===== src/pkg/rftor_consts.svh =====
// Purpose: Offsets, field positions and reset values of the radio test override bank.
// Assumes: 8-bit register port, one register per address.
// Notes:   Definitions only.
`ifndef RFTOR_CONSTS_SVH
`define RFTOR_CONSTS_SVH

// Register addresses.
`define RFTOR_A_TRIM    8'h1f
`define RFTOR_A_SLEEP   8'h20
`define RFTOR_A_SYN_A   8'h21
`define RFTOR_A_SYN_B   8'h22
`define RFTOR_A_OSC     8'h23
`define RFTOR_A_PUMP    8'h24
`define RFTOR_A_CONV    8'h25
`define RFTOR_A_GAIN    8'h26

// Reset values, and the write mask of gain_stage_override.
`define RFTOR_R_TRIM    8'h00
`define RFTOR_R_SLEEP   8'h00
`define RFTOR_R_SYN_A   8'h4d
`define RFTOR_R_SYN_B   8'h10
`define RFTOR_R_OSC     8'h06
`define RFTOR_R_PUMP    8'h00
`define RFTOR_R_CONV    8'h40
`define RFTOR_R_GAIN    8'h00
`define RFTOR_M_GAIN    8'h0f

// Sleep mode value that lets the sleep bits act.
`define RFTOR_SLEEP_MODE_BITS 2'h2

// Field positions, synth_override_a.
`define RFTOR_F_DAC_HI  7
`define RFTOR_F_DAC_LO  4
`define RFTOR_F_CHP_HI  3
`define RFTOR_F_CHP_LO  0
// synth_override_b.
`define RFTOR_F_LOOP    7
`define RFTOR_F_CHP_SEL 6
`define RFTOR_F_ARR_SEL 5
`define RFTOR_F_ARR_HI  4
`define RFTOR_F_ARR_LO  0
// osc_current_override.
`define RFTOR_F_HAND    7
`define RFTOR_F_CUR_SEL 6
`define RFTOR_F_CUR_HI  5
`define RFTOR_F_CUR_LO  0
// pump_mixer_test_ctrl.
`define RFTOR_F_P_OFF   7
`define RFTOR_F_P_UP    6
`define RFTOR_F_P_DN    5
`define RFTOR_F_IQ_HI   4
`define RFTOR_F_IQ_LO   3
`define RFTOR_F_DC_ON   2
`define RFTOR_F_FLT     1
`define RFTOR_F_CNV     0
// converter_test_ctrl.
`define RFTOR_F_FCOMP   7
`define RFTOR_F_JITTER  6
`define RFTOR_F_TOUT    5
`define RFTOR_F_CHOP    4
`define RFTOR_F_SHAPE   3
`define RFTOR_F_VCM     2
`define RFTOR_F_ROT_HI  1
`define RFTOR_F_ROT_LO  0
// gain_stage_override.
`define RFTOR_F_G_OVR   3
`define RFTOR_F_AC1     2
`define RFTOR_F_AC2_HI  1
`define RFTOR_F_AC2_LO  0

`endif


===== src/pkg/rftor_pkg.sv =====
// Purpose: Types of the radio test override bank.
// Assumes: Constants come from rftor_consts.svh.
// Notes:   Structs carry grouped signals and whole module state.
package rftor_pkg;

    // Synthesizer settings, calibrated or applied.
    typedef struct packed {
        logic [3:0] dac;
        logic [3:0] pump;
        logic [4:0] array;
        logic [5:0] current;
    } rftor_synth_t;

    // Levels for the three shared digital pins.
    typedef struct packed {
        logic lock;
        logic serial_bitstream_pin;
        logic bit_timing_pin;
    } rftor_pins_t;

    typedef struct packed {
        logic [1:0] phase;
        logic [1:0] position;
    } rftor_rot_state_t;

    typedef struct packed {
        logic [7:0]   trim;
        logic [7:0]   sleep;
        logic [7:0]   syn_a;
        logic [7:0]   syn_b;
        logic [7:0]   osc;
        logic [7:0]   pump;
        logic [7:0]   conv;
        logic [7:0]   gain;
        logic [7:0]   rdata;
        logic [7:0]   sleep_out;
        rftor_synth_t applied;
        logic         loop_open;
        logic         strobe;
        logic         cal_sample;
        logic [2:0]   pump_test;
        logic [2:0]   mixer_test;
        logic [1:0]   connect;
        logic         probe_sleep;
        logic [2:0]   probe_mode;
        rftor_pins_t  pins;
        logic [4:0]   conv_flags;
        logic         ac1;
        logic [1:0]   ac2;
    } rftor_state_t;

endpackage : rftor_pkg


===== src/rtl/rftor_rotator.sv =====
// Purpose: Converter input rotation sequencer.
// Assumes: step is a one-cycle pulse per converter clock.
// Notes:   Position comes straight from a flip-flop.
`include "rftor_consts.svh"

module rftor_rotator (
    // Clock and reset
    input  wire logic       clk_sys,
    input  wire logic       arst_n,
    input  wire logic       clk_en,
    // Control
    input  wire logic       step,
    input  wire logic [1:0] code,
    // Result
    output logic      [1:0] position
);

    rftor_pkg::rftor_rot_state_t st_reg;
    rftor_pkg::rftor_rot_state_t st_next;

    // Code 2 parks at 00; the phase still runs so a later code change starts cleanly.
    function automatic logic [1:0] pick(input logic [1:0] c, input logic [1:0] ph);
        logic [1:0] r;
        r = 2'h0;
        case (c)
            2'h0: r = ph;
            2'h1: r = (ph == 2'h0) ? 2'h0 : (ph == 2'h1) ? 2'h2 : (ph == 2'h2) ? 2'h3 : 2'h1;
            2'h2: r = 2'h0;
            default: r = ph[0] ? 2'h2 : 2'h0;
        endcase
        return r;
    endfunction : pick

    always_comb begin
        st_next = st_reg;
        if (step) begin
            st_next.phase    = st_reg.phase + 2'h1;
            st_next.position = pick(code, st_reg.phase + 2'h1);
        end
    end

    always_ff @(posedge clk_sys or negedge arst_n) begin
        if (!arst_n) begin
            st_reg <= '0;
        end else if (clk_en) begin
            st_reg <= st_next;
        end
    end

    assign position = st_reg.position;

endmodule : rftor_rotator


===== src/rtl/rftor_regs.sv =====
// Purpose: Test override and power-down register bank of a narrowband radio.
// Assumes: Single clock; register port answers reads one cycle later, never stalls.
// Notes:   All outputs but gain_trim lag the registers by one cycle; gain_trim is the trim register itself.
//
// Decided for this implementation: strobed register access.
`include "rftor_consts.svh"

// How it works
// - Hold signed 8-bit mixer gain trim word, reset zero.
// - Eight sleep bits force blocks off only when sleep mode equals 2.
// - Loop-break bit opens loop; calibration DAC takes override field, reset 4.
// - Pump current uses override field (reset 13) when its select bit set.
// - Oscillator array uses override field (reset 16) when select bit set.
// - Oscillator current uses override field (reset 6) when select bit set and hand mode off.
// - In hand mode the select bit is the cal strobe; falling edge samples comparator.
// - Pump disable, force-up and force-down bits pass to the pump, reset zero.
// - Mixer DC test sets I and Q polarity from 2-bit field.
// - Connect bits attach probe module to filter or converter inputs.
// - With a connect bit, interface nibble drives probe; else sleep and mode2 high.
// - Converter test output drives samples on lock/data pins, clock on timing pin.
// - Rotation field picks converter input rotation order, reset zero.
// - Dither bit enables modulator clock jitter, reset one.
// - Comparator enable brings frequency comparator output out, reset zero.
// - Three bits disable chopping, feedback shaping and common-mode rotation.
// - Gain override forces first coupler from its bit, reset zero.
// - Gain override forces second coupler from 2-bit field, reset zero.
module rftor_regs (
    // Clock and reset
    input  wire logic                       clk_sys,
    input  wire logic                       arst_n,
    input  wire logic                       clk_en,
    // Register port
    input  wire logic [7:0]                 reg_addr,
    input  wire logic [7:0]                 reg_wdata,
    input  wire logic                       reg_wr,
    input  wire logic                       reg_rd,
    output logic      [7:0]                 reg_rdata,
    // Inputs from the rest of the radio
    input  wire logic [1:0]                 sleep_mode_select,
    input  wire logic [3:0]                 probe_iface,
    input  wire rftor_pkg::rftor_synth_t    synth_cal,
    input  wire logic                       osc_cal_comparator,
    input  wire rftor_pkg::rftor_pins_t     pins_normal,
    input  wire logic [1:0]                 conv_sample,
    input  wire logic                       conv_clk_level,
    input  wire logic                       conv_clk_tick,
    input  wire logic                       freq_comp_in,
    input  wire logic                       ac1_auto,
    input  wire logic [1:0]                 ac2_auto,
    // Applied settings
    output logic      [7:0]                 gain_trim,
    output logic      [7:0]                 block_sleep,
    output rftor_pkg::rftor_synth_t         synth_applied,
    output logic                            loop_open,
    output logic                            osc_cal_strobe,
    output logic                            osc_cal_sample,
    output logic                            pump_normal_off,
    output logic                            pump_force_up,
    output logic                            pump_force_down,
    output logic                            mixer_dc_test_on,
    output logic                            mixer_i_pos,
    output logic                            mixer_q_pos,
    output logic                            filter_test_connect,
    output logic                            converter_test_connect,
    output logic                            analog_probe_sleep,
    output logic      [2:0]                 probe_mode,
    output rftor_pkg::rftor_pins_t          pins_out,
    output logic      [1:0]                 rot_position,
    output logic                            modulator_clock_jitter_on,
    output logic                            freq_comp_out,
    output logic                            integrator_chopping_off,
    output logic                            feedback_shaping_off,
    output logic                            common_mode_rotation_off,
    output logic                            first_coupler_gain,
    output logic      [1:0]                 second_coupler_gain
);

    rftor_pkg::rftor_state_t st_reg;
    rftor_pkg::rftor_state_t st_next;
    logic                    wr_hit;
    logic                    any_connect;
    logic                    hand;

    assign any_connect = st_reg.pump[`RFTOR_F_FLT] | st_reg.pump[`RFTOR_F_CNV];
    assign hand        = st_reg.osc[`RFTOR_F_HAND];

    always_comb begin
        st_next = st_reg;
        wr_hit  = reg_wr;

        // Register writes.
        if (wr_hit) begin
            if (reg_addr == `RFTOR_A_TRIM) begin
                st_next.trim = reg_wdata;
            end else if (reg_addr == `RFTOR_A_SLEEP) begin
                st_next.sleep = reg_wdata;
            end else if (reg_addr == `RFTOR_A_SYN_A) begin
                st_next.syn_a = reg_wdata;
            end else if (reg_addr == `RFTOR_A_SYN_B) begin
                st_next.syn_b = reg_wdata;
            end else if (reg_addr == `RFTOR_A_OSC) begin
                st_next.osc = reg_wdata;
            end else if (reg_addr == `RFTOR_A_PUMP) begin
                st_next.pump = reg_wdata;
            end else if (reg_addr == `RFTOR_A_CONV) begin
                st_next.conv = reg_wdata;
            end else if (reg_addr == `RFTOR_A_GAIN) begin
                st_next.gain = reg_wdata & `RFTOR_M_GAIN;
            end
        end

        // Read data stand for one cycle only; unmapped addresses answer zero.
        st_next.rdata = 8'h00;
        if (reg_rd) begin
            if (reg_addr == `RFTOR_A_TRIM) begin
                st_next.rdata = st_reg.trim;
            end else if (reg_addr == `RFTOR_A_SLEEP) begin
                st_next.rdata = st_reg.sleep;
            end else if (reg_addr == `RFTOR_A_SYN_A) begin
                st_next.rdata = st_reg.syn_a;
            end else if (reg_addr == `RFTOR_A_SYN_B) begin
                st_next.rdata = st_reg.syn_b;
            end else if (reg_addr == `RFTOR_A_OSC) begin
                st_next.rdata = st_reg.osc;
            end else if (reg_addr == `RFTOR_A_PUMP) begin
                st_next.rdata = st_reg.pump;
            end else if (reg_addr == `RFTOR_A_CONV) begin
                st_next.rdata = st_reg.conv;
            end else if (reg_addr == `RFTOR_A_GAIN) begin
                st_next.rdata = st_reg.gain;
            end
        end

        // Sleep bits only take effect in the dedicated sleep mode.
        st_next.sleep_out = (sleep_mode_select == `RFTOR_SLEEP_MODE_BITS) ?
                            st_reg.sleep : 8'h00;

        // Synthesizer overrides.
        st_next.loop_open   = st_reg.syn_b[`RFTOR_F_LOOP];
        st_next.applied.dac = st_reg.syn_b[`RFTOR_F_LOOP] ?
                              st_reg.syn_a[`RFTOR_F_DAC_HI:`RFTOR_F_DAC_LO] :
                              synth_cal.dac;
        st_next.applied.pump = st_reg.syn_b[`RFTOR_F_CHP_SEL] ?
                               st_reg.syn_a[`RFTOR_F_CHP_HI:`RFTOR_F_CHP_LO] :
                               synth_cal.pump;
        st_next.applied.array = st_reg.syn_b[`RFTOR_F_ARR_SEL] ?
                                st_reg.syn_b[`RFTOR_F_ARR_HI:`RFTOR_F_ARR_LO] :
                                synth_cal.array;
        // In hand mode the select bit is a strobe, so it must not also force the current.
        st_next.applied.current = (st_reg.osc[`RFTOR_F_CUR_SEL] && !hand) ?
                                  st_reg.osc[`RFTOR_F_CUR_HI:`RFTOR_F_CUR_LO] :
                                  synth_cal.current;

        // Hand calibration: strobe follows the select bit, its falling edge samples.
        st_next.strobe = hand & st_reg.osc[`RFTOR_F_CUR_SEL];
        if (st_reg.strobe && !st_next.strobe) begin
            st_next.cal_sample = osc_cal_comparator;
        end

        // Pump and mixer tests.
        st_next.pump_test = st_reg.pump[`RFTOR_F_P_OFF:`RFTOR_F_P_DN];
        st_next.mixer_test[2] = st_reg.pump[`RFTOR_F_DC_ON];
        st_next.mixer_test[1:0] = st_reg.pump[`RFTOR_F_DC_ON] ?
                                  st_reg.pump[`RFTOR_F_IQ_HI:`RFTOR_F_IQ_LO] : 2'h0;

        // Probe routing.
        st_next.connect = st_reg.pump[`RFTOR_F_FLT:`RFTOR_F_CNV];
        if (any_connect) begin
            st_next.probe_sleep = probe_iface[3];
            st_next.probe_mode  = probe_iface[2:0];
        end else begin
            st_next.probe_sleep = 1'b1;
            st_next.probe_mode  = {1'b1, probe_iface[1:0]};
        end

        // Converter test output takes over the shared pins.
        if (st_reg.conv[`RFTOR_F_TOUT]) begin
            st_next.pins.lock = conv_sample[1];
            st_next.pins.serial_bitstream_pin  = conv_sample[0];
            st_next.pins.bit_timing_pin = conv_clk_level;
        end else begin
            st_next.pins = pins_normal;
        end

        // Converter options: jitter, comparator, chop, shape, common-mode rotation.
        st_next.conv_flags[4] = st_reg.conv[`RFTOR_F_JITTER];
        st_next.conv_flags[3] = st_reg.conv[`RFTOR_F_FCOMP] & freq_comp_in;
        st_next.conv_flags[2:0] = st_reg.conv[`RFTOR_F_CHOP:`RFTOR_F_VCM];

        // Coupler overrides.
        st_next.ac1 = st_reg.gain[`RFTOR_F_G_OVR] ? st_reg.gain[`RFTOR_F_AC1] : ac1_auto;
        st_next.ac2 = st_reg.gain[`RFTOR_F_G_OVR] ?
                      st_reg.gain[`RFTOR_F_AC2_HI:`RFTOR_F_AC2_LO] : ac2_auto;
    end

    always_ff @(posedge clk_sys or negedge arst_n) begin
        if (!arst_n) begin
            st_reg       <= '0;
            st_reg.trim  <= `RFTOR_R_TRIM;
            st_reg.sleep <= `RFTOR_R_SLEEP;
            st_reg.syn_a <= `RFTOR_R_SYN_A;
            st_reg.syn_b <= `RFTOR_R_SYN_B;
            st_reg.osc   <= `RFTOR_R_OSC;
            st_reg.pump  <= `RFTOR_R_PUMP;
            st_reg.conv  <= `RFTOR_R_CONV;
            st_reg.gain  <= `RFTOR_R_GAIN;
            st_reg.probe_sleep <= 1'b1;
            st_reg.probe_mode  <= 3'h4;
        end else if (clk_en) begin
            st_reg <= st_next;
        end
    end

    rftor_rotator u_rot (
        .clk_sys  (clk_sys),
        .arst_n   (arst_n),
        .clk_en   (clk_en),
        .step     (conv_clk_tick),
        .code     (st_reg.conv[`RFTOR_F_ROT_HI:`RFTOR_F_ROT_LO]),
        .position (rot_position)
    );

    assign reg_rdata                 = st_reg.rdata;
    assign gain_trim                 = st_reg.trim;
    assign block_sleep               = st_reg.sleep_out;
    assign synth_applied             = st_reg.applied;
    assign loop_open                 = st_reg.loop_open;
    assign osc_cal_strobe            = st_reg.strobe;
    assign osc_cal_sample            = st_reg.cal_sample;
    assign pump_normal_off           = st_reg.pump_test[2];
    assign pump_force_up             = st_reg.pump_test[1];
    assign pump_force_down           = st_reg.pump_test[0];
    assign mixer_dc_test_on          = st_reg.mixer_test[2];
    assign mixer_i_pos               = st_reg.mixer_test[1];
    assign mixer_q_pos               = st_reg.mixer_test[0];
    assign filter_test_connect       = st_reg.connect[1];
    assign converter_test_connect    = st_reg.connect[0];
    assign analog_probe_sleep        = st_reg.probe_sleep;
    assign probe_mode                = st_reg.probe_mode;
    assign pins_out                  = st_reg.pins;
    assign modulator_clock_jitter_on = st_reg.conv_flags[4];
    assign freq_comp_out             = st_reg.conv_flags[3];
    assign integrator_chopping_off   = st_reg.conv_flags[2];
    assign feedback_shaping_off      = st_reg.conv_flags[1];
    assign common_mode_rotation_off  = st_reg.conv_flags[0];
    assign first_coupler_gain        = st_reg.ac1;
    assign second_coupler_gain       = st_reg.ac2;
endmodule : rftor_regs


===== config.mk =====
export PLATFORM = sky130hd
export DESIGN_NAME = rftor_regs
export DESIGN_NICKNAME = d
export VERILOG_FILES = /design/src/pkg/rftor_pkg.sv /design/src/rtl/rftor_rotator.sv /design/src/rtl/rftor_regs.sv
export VERILOG_INCLUDE_DIRS = /design/src /design/src/pkg
export SDC_FILE = /design/constraint.sdc
export NUM_CORES = 1
export LEC_CHECK = 0
export BUFFER_PORTS_ARGS = -buffer_cell sky130_fd_sc_hd__buf_4
export CAP_MARGIN = 15
export CORE_MARGIN = 1.5
export CORE_UTILIZATION = 55
export CTS_BUF_LIST = sky130_fd_sc_hd__clkbuf_4
export DETAILED_ROUTE_END_ITERATION = 16
export GPL_ROUTABILITY_DRIVEN = 0
export PLACE_DENSITY = 0.86
export REMOVE_ABC_BUFFERS = 1
export SLEW_MARGIN = 20
export SYNTH_ARGS = -nofsm -noshare
export SYNTH_HDL_FRONTEND = slang
export SYNTH_HIERARCHICAL = 1
export SYNTH_SLANG_ARGS = --single-unit

===== constraint.sdc =====
create_clock -name clk_sys -period 3.8 [get_ports clk_sys]
set_input_delay 0.57 -clock clk_sys [delete_from_list [all_inputs] [get_ports clk_sys]]
set_output_delay 0.57 -clock clk_sys [all_outputs]
set_load 0.01 [all_outputs]

# Word level (Yosys, flattened, before mapping)
# Index checks and enable logic that the tools add are counted.
# word_totals
reg_bits	125
latchBits	0
ramBits	0
rom_bits	0
input_bits	58
output_inout_bits	71
wordCells	94
n_memories	0
# op_classes
add_sub_neg	1
n_mul	0
div_mod_pow	0
magnitude_cmp	0
n_eq_ne	13
shifts	0
mux	24
n_bitwise	10
n_reduce_logical	16
# ops
operator	count
8-bit two-way mux	9
8-bit by 6-bit equality test with 1-bit output, second input constant	7
4-bit two-way mux	4
2-bit two-way mux	6
10-bit AND reduction	1
9-bit AND reduction	1
8-bit by 5-bit equality test with 1-bit output, second input constant	1
8-bit AND reduction	1
1-bit NOT	7
7-bit AND reduction	1
2-bit equality test, second input constant	3
6-bit two-way mux	1
2-bit one-hot mux with 3 select lines	1
6-bit AND reduction	1
5-bit two-way mux	1
5-bit AND reduction	1
2-bit by 1-bit equality test with 1-bit output, second input constant	2
2-bit zero test	2
2-bit AND reduction	2
4-bit AND reduction	1
3-bit two-way mux	1
3-bit AND reduction	1
2-bit by 1-bit adder with 2-bit output, second input constant	1
1-bit bitwise AND	2
other kinds (4)	6

# Logic depth before layout (Yosys ltp)
# logic_depth
word_depth	10
ltp_mapped	6
mapped_depth_nobuf	4

# Cells and area by module
# The synthesis kept the hierarchy.
# by_module_without_submodules
mod	n_inst	cells_each	area_per_inst_um2	seq_area_each_um2
rftor_regs	1	506	5923.2	3040.4
rftor_rotator	1	21	214.0	100.1

# Least setup slack after synthesis
# OpenSTA, ideal clock, no wires.
# synth_path
path_type	input to register
from	input port reg_addr[3]
to	register st_reg[61] (netlist bit)
setup_time_ns	0.125
arrival_time_ns	1.905
t_required_ns	3.675
path_slack_ns	1.770
cell_stages	5
path_buffers	1
cell_sequence	or3b_1 > buf_6 > nor3_1 > and4_1 > mux2_2
# synth_between
elab_chain_len	3
elab_cells_between_ends	16
classes_between	eq/ne: 8; bitwise: 7; reduce/logical: 1
# synth_lines
item	line	rtl
from (decl)	rftor_regs.sv:33	input wire logic [7:0] reg_addr,
8-bit by 6-bit equality test with 1-bit output (no source line) / 8-bit by 5-bit equality test with 1-bit output (equally long branches)	--	
1-bit NOT (no source line)	--	
10-bit AND reduction (no source line) (*)	--	
to (signal assigned)	rftor_regs.sv:210	st_reg <= st_next;
to (decl)	rftor_regs.sv:78	rftor_pkg::rftor_state_t st_reg;
# Mark *: on every way between the ends. The rest lies on a longest branch, timed or not.
# A chain may end at the register's enable or synchronous reset.

# Worst setup path after layout
# layout_path
from	input port reg_addr[3]
to	register st_reg[74] (netlist bit)
# layout_between
elab_chain_len	3
elab_cells_between_ends	14
classes_between	eq/ne: 7; bitwise: 6; reduce/logical: 1
# layout_lines
item
8-bit by 6-bit equality test with 1-bit output (no source line) / 8-bit by 5-bit equality test with 1-bit output (equally long branches)
1-bit NOT (no source line)
9-bit AND reduction (no source line) (*)
# Marks and branches as above.

==> run summary <==
Hold_ws: 0.195 ns
Top cell type's share of synthesized area: 0.469
Cell Chain, Critical Path: buf_4 -> or3b_1 -> nor4_4 -> nand2b_2 -> mux2_4
Mux cell area share after synthesis: 0.212
Status: completed
First-pass GRT wire length: 21,700 um
Initial antenna violation count: 0
Die area: 11,800 um2
Pin count of the biggest net entering global routing: 79
Synth unique cells: 49
Critical Path AT: 2.27 ns
CTS Buf Count: 17
Lkg Pwr: 0.00344 uW
Crit path capture type: flip-flop
PortBufs: 128
Fmax: 0.538 GHz
Min Tclk post-route: 1.86 ns
Synth Area in Compound Gates: 0.0675
DRT Pass-1 Iters: 5
Mapped Cells: 527
Reg-to-reg slack, setup: 2.36 ns
Slowest CP cell: or3b_1
Top Family by Delay on Critical Path: simple AND/OR/NAND/NOR gates
Final period util: 0.489
Max_cap viols: 0
Resized Gates After CTS: 0
Post-synth EDFFs: 0
H-tree Lvls: 4
Gate power share: 0.124
Root Buffer: clkbuf_4
Routed Antenna Nets: 0
Final Power: 2930 uW
Max FFs per register: 40
Power Density: 411 nW/um2
Layout Skew: 0.0145 ns
Largest fanout on the critical path: 8
RSZ-0062 raised after global routing: false
Vias: 4,284
Hold WC Path Type: in2async
Main synth FF type: dfrtp_1
Async SR Flop Fraction: 1.00
Worst-Skew Late Latency: 0.53 ns
Die W: 109 um
Largest family of logic cells by synthesized area: multiplexers
Synth area leaders: dfrtp_1 47%, mux2_2 12%, mux2i_1 7.2%, buf_4 6.5%, dfstp_2 4.3%
Hold_buf cts: 0
Nets: 652
GRT overflow: 0
Max VDD drop: 265 uV
Core ar.: 10,800 um2
Buf/Inv on CP: 1
Global Route Usage Sum: 0.246
Drt drc: 0
Syn. warnings: 6
Reg2reg end: reg_rdata[2]
Most frequent cells in the layout: 129 x buf_4, 115 x dfrtp_1, 66 x mux2_2
TNS Setup: 0 ns
Number of vias per cell: 5.73
Critical Path Max Stage Delay: 0.54 ns
Area growth syn-to-layout: 16.1%
Antenna cells: 0
Clock buffer depth: 2
Post-route cell area: 7130 um2
Critical path depth in cells: 5
Part of the power in registers: 0.498
Vias in the first global route: 4,291
Crit path kind: in2reg
Final setup fails: 0
Cells on worst reg2reg path: 4
Worst Setup Start Kind: input port
FILL cells: 813
# IOs: 129
Worst R2R Start: st_next[19]
DR iter-0 viols: 236
Register area share after synthesis: 0.512
Rel. slew slack: 0.335
Post-Synth Simple-Gate Area: 0.113
HPWL Detailed: 9770 um
WP data required: 4.21 ns
WL/cell: 18.3 um
Clk pwr share: 0.378
Worst Tran Pin Value: 0.998 ns
Launch point of the critical path: reg_addr[3]
Core Rows: 38
Die height: 109 um
Num Clock Sinks: 125
CTS tree: built
Post-CTS Setup Inserts: 0
Synth Cell Area: 6140 um2
Adder-Cell Fraction of Synth Area: 0
Internal: 2180 uW
Share of post-route cells with drive strength above 1: 0.422
Final hold vios: 0
Post-Synth XOR/XNOR Area: 0.00428
FF+latch count, synth: 125
Dpl cell area: 6770 um2
Final number of max-transition violations: 0
Commonest non-fill, non-tap cell in the layout: buf_4
Syn Area/Cell: 11.6 um2
Effective utilization at floorplan: 0.566
Psw: 751 uW
Clk slew on worst S/H paths: 0.12 ns
Final wirelength: 13,600 um
Top cell type by total area after synthesis: dfrtp_1
Switching share of power: 0.256
==> power groups by stage <==
stage	Sequential [uW]	Combinational, uW	Clock (uW)
after floorplan	1490	138	0
after global placement	1480	351	0
after detailed placement	1480	368	0
after CTS	1460	369	1130
after global routing	1470	397	1190
final	1460	365	1110
==> worst max path at each step <==
stage | to | slack [ns]
after global placement | st_reg[74] | 1.45
after global routing | st_reg[62] | 1.87
final | st_reg[74] | 1.94
after detailed placement | st_reg[70] | 1.42
after CTS | st_reg[74] | 1.99
after floorplan | st_next[3] | 1.70
==> synthesized netlist by cell type (9+ instances only) <==
| master | number |
|---|---|
| a21oi_1 | 33 |
| buf_4 | 53 |
| clkbuf_1 | 18 |
| dfrtp_1 | 115 |
| dfstp_2 | 10 |
| inv_1 | 9 |
| mux2_2 | 66 |
| mux2i_1 | 44 |
| nand2_1 | 23 |
| nand3_1 | 14 |
| nor2_1 | 34 |
==> final cells by class <==
type / instances / area [um2] / area share
Sequential cell: 125 / 3140 / 0.441
Multi-Input combinational cell: 311 / 2440 / 0.342
Timing Repair Buffer: 130 / 988 / 0.139
Clock inverter: 14 / 218 / 0.0305
Tap cell: 140 / 175 / 0.0246
Clock buffer: 18 / 135 / 0.0190
Inverter: 9 / 33.8 / 0.00474
==> metal layers <==
layer | GRT usage | part of all wire | vias up
met5 | 0 | 0 | -
met4 | 0.0517 | 0.0066 | 0
met3 | 0.0783 | 0.083 | 11
met2 | 0.411 | 0.50 | 179
met1 | 0.314 | 0.41 | 2129
li1 | - | - | 1965
==> through the flow <==
step,setup WS [ns],instances,util
after detailed placement,1.42,715,0.625
after CTS,1.99,747,0.657
after floorplan,1.70,445,-
after global placement,1.45,715,0.625
final,1.94,747,0.657
after global routing,1.87,747,0.657
==> cells by family after synthesis <==
group                     Yosys count
AOI/OAI and AO/OA                  66
DFF                               125
buffers and inverters              91
xor gates and xnor gates            3
and+or+nand+nor                   124
muxes                             118
No activity file was read; power rests on OpenSTA's default activity.
